`src/verilog/scc_pkg.sv`:
```
/*
  Constants for the strap capture and configuration identity block.
  Assumes an 8-bit register read port with the printed offsets as addresses.
*/
package scc_pkg;
  // Register offsets as printed
  localparam logic [7:0] SCC_OFS_HARD_STRAP = 8'h09;
  localparam logic [7:0] SCC_OFS_TARGET_ADDR = 8'h0A;
  localparam logic [7:0] SCC_OFS_IMAGE_REV = 8'h0B;
  // Values after reset
  localparam logic [6:0] SCC_ADDR_RESET = 7'h54;
  localparam logic [7:0] SCC_REV_RESET = 8'h00;
  localparam logic [5:0] SCC_CODE_RESET = 6'h00;
  localparam logic [7:0] SCC_RDATA_RESET = 8'h00;
  // Field positions
  localparam int SCC_CODE_LSB = 2;
  localparam int SCC_ADDR_LSB = 1;
  localparam int SCC_ADDR_MSB_LSB = 2;
  // Low address bits from the three-level strap, and the value forced in hard mode
  localparam logic [1:0] SCC_LOW_PIN_LOW = 2'h0;
  localparam logic [1:0] SCC_LOW_PIN_MID = 2'h1;
  localparam logic [1:0] SCC_LOW_PIN_HIGH = 2'h3;
  localparam logic [1:0] SCC_LOW_FORCED = 2'h0;
  // Strap mode encodings and capture phase states
  localparam logic SCC_MODE_SOFT = 1'b0;
  localparam logic SCC_MODE_HARD = 1'b1;
  typedef enum logic [0:0] {
    SCC_WAIT_RELEASE = 1'b0,
    SCC_RUN = 1'b1
  } scc_phase_type;
endpackage

```
`src/verilog/scc_strap_capture.sv`:
```
/*
  Strap capture and configuration identity registers: hard strap code,
  bus target address and image revision, all read-only.
  Assumes strap pins are stable around reset release and that the
  nonvolatile image outputs are valid whenever reset is low.
*/
//
// Overview of operation
// Latch straps at reset release, hold until reset
// Hard mode: six pins appear in bits 7:2
// Soft mode: hard strap field reads zero
// Target address in bits 7:1, default 0x54
// Soft mode: three-level pin sets low bits
// Hard mode: low two address bits zero
// Upper address bits change only via volatile copy
// Reload revision after reset and each commit
// Mode pin sampled at reset, 1 means hard
// Reserved bits zero, register writes ignored
module scc_strap_capture
  import scc_pkg::*;
(
  // Clock and reset
  input wire logic clock,
  input wire logic rst,
  // Board straps
  input wire logic strap_mode_select,
  input wire logic [5:0] strap_code_pins,
  input wire logic addr_strap_high,
  input wire logic mid_level_input,
  // Nonvolatile image
  input wire logic [6:0] nv_target_address,
  input wire logic [7:0] nv_image_revision,
  input wire logic nv_commit_done,
  // Volatile configuration copy
  input wire logic cfg_addr_wr,
  input wire logic [4:0] cfg_addr_msb,
  // Register port
  input wire logic [7:0] reg_addr,
  input wire logic reg_rd,
  input wire logic reg_wr,
  input wire logic [7:0] reg_wdata,
  output logic [7:0] reg_rdata,
  output logic reg_rvalid,
  // Captured configuration
  output logic [6:0] target_address,
  output logic hard_mode
);

  scc_phase_type phase;
  logic [5:0] hard_strap_code;
  logic [7:0] image_revision_field;
  logic [1:0] next_low_bits;
  logic [7:0] next_rdata;

  // Straps cannot be taken under the asynchronous reset itself, so the
  // first clock after release does the capture.
  always_ff @(posedge clock or posedge rst) begin
    if (rst) begin
      phase <= SCC_WAIT_RELEASE;
    end else begin
      phase <= SCC_RUN;
    end
  end

  // Mode pin is read once; later moves on the pin are ignored until reset
  always_ff @(posedge clock or posedge rst) begin
    if (rst) begin
      hard_mode <= SCC_MODE_SOFT;
    end else if (phase == SCC_WAIT_RELEASE) begin
      hard_mode <= strap_mode_select;
    end
  end

  // Stored already zeroed in soft mode, so the read path needs no mode test
  always_ff @(posedge clock or posedge rst) begin
    if (rst) begin
      hard_strap_code <= SCC_CODE_RESET;
    end else if (phase == SCC_WAIT_RELEASE) begin
      if (strap_mode_select == SCC_MODE_HARD) begin
        hard_strap_code <= strap_code_pins;
      end else begin
        hard_strap_code <= SCC_CODE_RESET;
      end
    end
  end

  // Mid level wins over the high/low reading of the same pin
  always_comb begin
    if (strap_mode_select == SCC_MODE_HARD) begin
      next_low_bits = SCC_LOW_FORCED;
    end else if (mid_level_input) begin
      next_low_bits = SCC_LOW_PIN_MID;
    end else if (addr_strap_high) begin
      next_low_bits = SCC_LOW_PIN_HIGH;
    end else begin
      next_low_bits = SCC_LOW_PIN_LOW;
    end
  end

  // Register writes never reach this; only the volatile copy does, and it
  // touches the upper five bits only, so the strapped low bits survive it.
  always_ff @(posedge clock or posedge rst) begin
    if (rst) begin
      target_address <= SCC_ADDR_RESET;
    end else if (phase == SCC_WAIT_RELEASE) begin
      target_address <= {nv_target_address[6:2], next_low_bits};
    end else if (cfg_addr_wr) begin
      target_address[6:2] <= cfg_addr_msb;
    end
  end

  // A commit on the capture edge reloads the same image, so no priority is needed
  always_ff @(posedge clock or posedge rst) begin
    if (rst) begin
      image_revision_field <= SCC_REV_RESET;
    end else if (phase == SCC_WAIT_RELEASE || nv_commit_done) begin
      image_revision_field <= nv_image_revision;
    end
  end

  // Reads answer one cycle later; unmapped offsets read zero
  always_comb begin
    next_rdata = SCC_RDATA_RESET;
    unique case (reg_addr)
      SCC_OFS_HARD_STRAP: next_rdata = {hard_strap_code, 2'h0};
      SCC_OFS_TARGET_ADDR: next_rdata = {target_address, 1'h0};
      SCC_OFS_IMAGE_REV: next_rdata = image_revision_field;
      default: next_rdata = SCC_RDATA_RESET;
    endcase
  end

  always_ff @(posedge clock or posedge rst) begin
    if (rst) begin
      reg_rvalid <= 1'b0;
      reg_rdata <= SCC_RDATA_RESET;
    end else begin
      reg_rvalid <= reg_rd;
      reg_rdata <= reg_rd ? next_rdata : SCC_RDATA_RESET;
    end
  end
endmodule

```
`config.mk`:
```
export PLATFORM = sky130hd
export DESIGN_NAME = scc_strap_capture
export DESIGN_NICKNAME = d
export VERILOG_FILES = /design/src/verilog/scc_pkg.sv /design/src/verilog/scc_strap_capture.sv
export SDC_FILE = /design/constraint.sdc
export NUM_CORES = 1
export LEC_CHECK = 0
export BUFFER_PORTS_ARGS = -buffer_cell sky130_fd_sc_hd__buf_2
export CAP_MARGIN = 10
export CORE_MARGIN = 2
export CORE_UTILIZATION = 48
export CTS_CLUSTER_DIAMETER = 50
export DETAILED_ROUTE_END_ITERATION = 8
export PLACE_DENSITY = 0.83
export SYNTH_ARGS = -nofsm -noshare
export SYNTH_HDL_FRONTEND = slang
export SYNTH_SLANG_ARGS = --single-unit
```
`constraint.sdc`:
```
create_clock -name clock -period 3.3 [get_ports clock]
set_input_delay 0.33 -clock clock [delete_from_list [all_inputs] [get_ports clock]]
set_output_delay 0.33 -clock clock [all_outputs]
set_load 0.01 [all_outputs]
```
### Word-level counts from Yosys, hierarchy flattened

Index checks and enable logic that the tools add are counted.

| word-level totals | value |
|---|---|
| bits in registers | 32 |
| input bits | 51 |
| output and inout port bits | 17 |
| logic and storage cells | 22 |

| operators by class | value |
|---|---|
| equality and inequality tests | 4 |
| multiplexer cells | 8 |
| bitwise operators | 1 |
| reductions and logical operators | 1 |

Operators with widths:

| cell | count |
|---|---|
| $eq 8x4->1 const B | 3 |
| $pmux 8 s3 | 1 |
| $mux 5 | 2 |
| $mux 8 | 1 |
| $mux 2 | 3 |
| $mux 6 | 1 |
| $ne 2x2->1 const B | 1 |
| $logic_or 1x1->1 | 1 |
| $not 1->1 | 1 |

### Logic depth before layout (Yosys ltp)

| depth | value |
|---|---|
| depth in word-level cells | 3 |
| gate-level depth with buffers | 4 |
| gate-level depth less buffers | 3 |

### Worst setup path before layout

OpenSTA, ideal clock, no wires.

| timing | value |
|---|---|
| kind | input to register |
| from | in reg_addr[0] |
| to | reg reg_rdata[6] |
| setup time | 0.121 ns |
| arrival | 0.947 ns |
| required time | 3.179 ns |
| setup slack | 2.232 ns |
| stages | 4 |
| path buffers | 1 |
| cells stage by stage | buf_6 mux2_4 a22oi_2 nor2_1 |

| on the way | value |
|---|---|
| cells in the longest elaborated chain, start to end | 3 |
| elaborated cells on any way between the ends | 5 |
| those cells by class | eq/ne (3); mux (2) |

Ends and longest elaborated chain:

| what | RTL line | source |
|---|---|---|
| from (decl) | scc_strap_capture.sv:38 | `input wire logic [7:0] reg_addr,` |
| $eq 8x4->1 | scc_strap_capture.sv:124 | `unique case (reg_addr)` |
| $pmux 8 s3 * | scc_strap_capture.sv:124 |  |
| $mux 8 * | scc_strap_capture.sv:138 | `reg_rdata <= reg_rd ? next_rdata : SCC_RDATA_RESET;` |
| to (signal assigned) | scc_strap_capture.sv:138 |  |
| to (decl) | scc_strap_capture.sv:42 | `output logic [7:0] reg_rdata,` |

Every way passes the cells marked *; elsewhere a longest branch is shown, timed or not.
A chain may end at the register's enable or synchronous reset.

### Worst setup path in the final report

| timing | value |
|---|---|
| from | reg phase |
| to | reg image_revision_field[3] |

| on the way | value |
|---|---|
| cells in the longest elaborated chain, start to end | 2 |

Ends and longest elaborated chain:

| what | RTL line | source |
|---|---|---|
| from (decl) | scc_strap_capture.sv:49 | `scc_phase_type phase;` |
| from (signal assigned) | scc_strap_capture.sv:59 | `phase <= SCC_WAIT_RELEASE;` |
| from (signal assigned) | scc_strap_capture.sv:61 | `phase <= SCC_RUN;` |
| $not 1->1 | scc_strap_capture.sv:116 | `end else if (phase == SCC_WAIT_RELEASE \|\| nv_commit_done) begin` |
| $logic_or 1x1->1 | scc_strap_capture.sv:116 |  |
| to (signal assigned) | scc_strap_capture.sv:117 | `image_revision_field <= nv_image_revision;` |
| to (decl) | scc_strap_capture.sv:51 | `logic [7:0] image_revision_field;` |

No other way between the ends.

==> impl_metrics.py <==
metrics = {
    "sta": {
        "max-slew-margin-rel": 0.577,
        "period_minus_slack_ns": 1.76,
        "rsz0062_at_grt": "no",
        "worst_pin_slew_ns": 0.635,
        "maxSlewViolCount": 0,
        "fmax_mhz": 568,
        "period_share": 0.534,
        "fin_setup_tns_ns": 0,
        "hold_violations": 0,
        "skew_ns": 0.00537,
        "setup_viol": 0,
    },
    "synth": {
        "ys.flop_type": "dfrtp_1",
        "synthTopCellsByArea": "dfrtp_1, mux2_4, dfstp_2, mux2i_1, mux2_2",
        "ys_ff_latch": 32,
        "ys_types": 28,
        "synth_seq_area_share": 0.580,
        "ys_async_sr_fraction": 1.00,
        "synth_fp_nets": 156,
        "synth_warnings": 0,
        "synth_area_mm2": 0.00139,
        "synth_edf_count": 0,
        "yosysTopAreaCellShare": 0.523,
        "synth_most_common_cell": "dfrtp_1",
        "yosysTopAreaCell": "dfrtp_1",
        "synth_cells": 105,
        "ys_top_cells_by_count": "dfrtp_1, nor2_1, mux2_4",
        "synth.avg_cell_area_um2": 13.2,
    },
    "detailed_routing": {
        "drt_first_pass_iters": 3,
        "route.antenna.remaining_nets": 0,
        "drc": 0,
        "drt_iter0_drc": 12,
        "wire_per_inst_um": 14.5,
        "routed_wirelength_um": 2830,
        "dr_total_vias": 1002,
        "via_per_inst": 5.14,
    },
    "worst_setup_path": {
        "critPathLaunch": "phase",
        "cp-start-kind": "flip-flop",
        "rrSetupSlack_ns": 1.54,
        "required_ns": 3.52,
        "path_class": "reg -> reg",
        "r2r_end": "image_revision_field[3]",
        "crit_end": "image_revision_field[3]",
        "cp_max_fo": 23,
        "r2r_cells": 2,
        "arrival_ns": 1.98,
        "worst_setup_path_end_kind": "flip-flop",
        "worstReg2RegStart": "phase",
    },
    "min_path": {
        "hold_class": "in -> reg",
    },
    "clock_tree": {
        "post-cts-setup-buffers": 0,
        "clock_latency_ns": 0.33,
        "clockBufferDepth": 2,
        "path_clk_slew_ns": 0.09,
        "cts-root-buf": "clkbuf_4",
        "clock-sinks": 32,
        "cts_resized": 0,
        "cts-buffers-inserted": 5,
        "ctsHoldBuffers": 0,
        "htreeDepth": 2,
        "tritoncts": "built",
    },
    "pwr": {
        "max-vdd-ir-drop_uv": 491,
        "pwr_density_cell_mw_per_mm2": 492,
        "p_leak_nw": 0.943,
        "total_power_w": 0.000882,
    },
    "placement": {
        "post-dp-hpwl_um": 2140,
        "dpl-instance-area_mm2": 0.00166,
        "gp_congestion": 0.774,
        "portBuffers": 56,
        "dp.cells": 185,
    },
    "finish": {
        "fillers": 206,
        "drive_gt1_frac": 0.530,
        "instances_no_fill": 195,
        "regArea_um2": 805,
        "multiInputGateArea_um2": 531,
        "syn2layout_area_growth_pct": 29.3,
        "postLayoutCellArea_mm2": 0.00179,
        "nets": 214,
        "diodes": 0,
    },
    "run": {
        "cap_violations": 0,
    },
    "floorplanning": {
        "core_mm2": 0.00276,
        "dieArea_mm2": 0.00334,
        "io_pins": 68,
        "rows": 19,
        "dieWidth_um": 57.8,
        "start_util": 0.503,
        "die_h_um": 57.8,
    },
    "global_routing": {
        "gr-total-overflow": 0,
        "gr-usage-all-layers": 0.186,
        "grt_max_degree": 33,
        "antenna_found_initial": 0,
        "grt_pass1_vias": 1010,
        "grt_pass1_wl_um": 4490,
    },
    "outcome": {
        "status": "finished clean",
    },
}
-- critical path: stages (launching register included) --
cell and delay, ns:
dfrtp_1 0.76, nand2b_1 0.47, mux2_4 0.42
-- logic make-up (layout without fill, tap and decap cells) --
kind of cell,after synthesis,in the layout,share of synthesized area
multiplexers,20,20,0.181
other,1,1,0.00270
AO/OA/AOI/OAI,20,20,0.109
AND/OR/NAND/NOR,23,23,0.0893
buffers and inverters,9,68,0.0379
flip-flops,32,32,0.580
-- worst min-delay path by stage --
stage	start	end	slack, ns	cells after the start
final	reg_rd	reg_rvalid	0.11	1
after global placement	reg_rd	reg_rvalid	0.45	1
after floorplan	reg_rd	reg_rvalid	0.36	0
after global routing	reg_rd	reg_rvalid	0.1	1
after CTS	reg_rd	reg_rvalid	0.09	1
after detailed placement	reg_rd	reg_rvalid	0.45	1
-- through the flow --
stage	worst slack [ns]	util	hold WS (ns)
floorplan	2.23	-	0.361
global placement	1.63	0.603	0.446
detailed placement	1.56	0.603	0.450
CTS	1.54	0.637	0.0949
global route	1.43	0.651	0.0957
finish	1.54	0.651	0.110
-- state kept, by name (all words and copies together), names as in the netlist --
name / count
reg_rdata: 8
hard_strap_code: 6
image_revision_field: 8
reg_rvalid: 1
target_address: 7
hard_mode: 1
phase: 1
-- layout make-up --
cell class / instances / share of cell area
Inverter: 2 / 0.00418
Multi-Input combinational cell: 64 / 0.296
Clock buffer: 7 / 0.0363
Sequential cell: 32 / 0.448
Clock inverter: 1 / 0.0167
Tap cell: 31 / 0.0216
Timing Repair Buffer: 58 / 0.177
-- power by group --
group	internal [W]	total, W	switching, W	leakage [nW]
Sequential	0.000419	0.000439	0.0000200	0.399
Combinational	0.0000663	0.000116	0.0000492	0.493
Clock	0.000201	0.000328	0.000127	0.0515
-- cells in the final DEF (no fill, tap or decap), types with 2 or more instances in the layout --
cell type,instances
a22o_1,6
dfrtp_1,29
mux2_2,5
buf_2,56
nand2_1,2
clkbuf_4,5
a21oi_1,5
dfstp_2,3
clkbuf_8,2
inv_1,2
mux2i_1,6
mux2_4,9
a22oi_1,5
nor2_1,13
-- per-layer routing --
layer / wire (um) / GRT usage
met1: 1090 / 0.214
met2: 1500 / 0.304
met3: 171 / 0.0737
met4: 64 / 0.0897
met5: 0 / 0
Note: power is estimated with default switching activity, not from simulation.
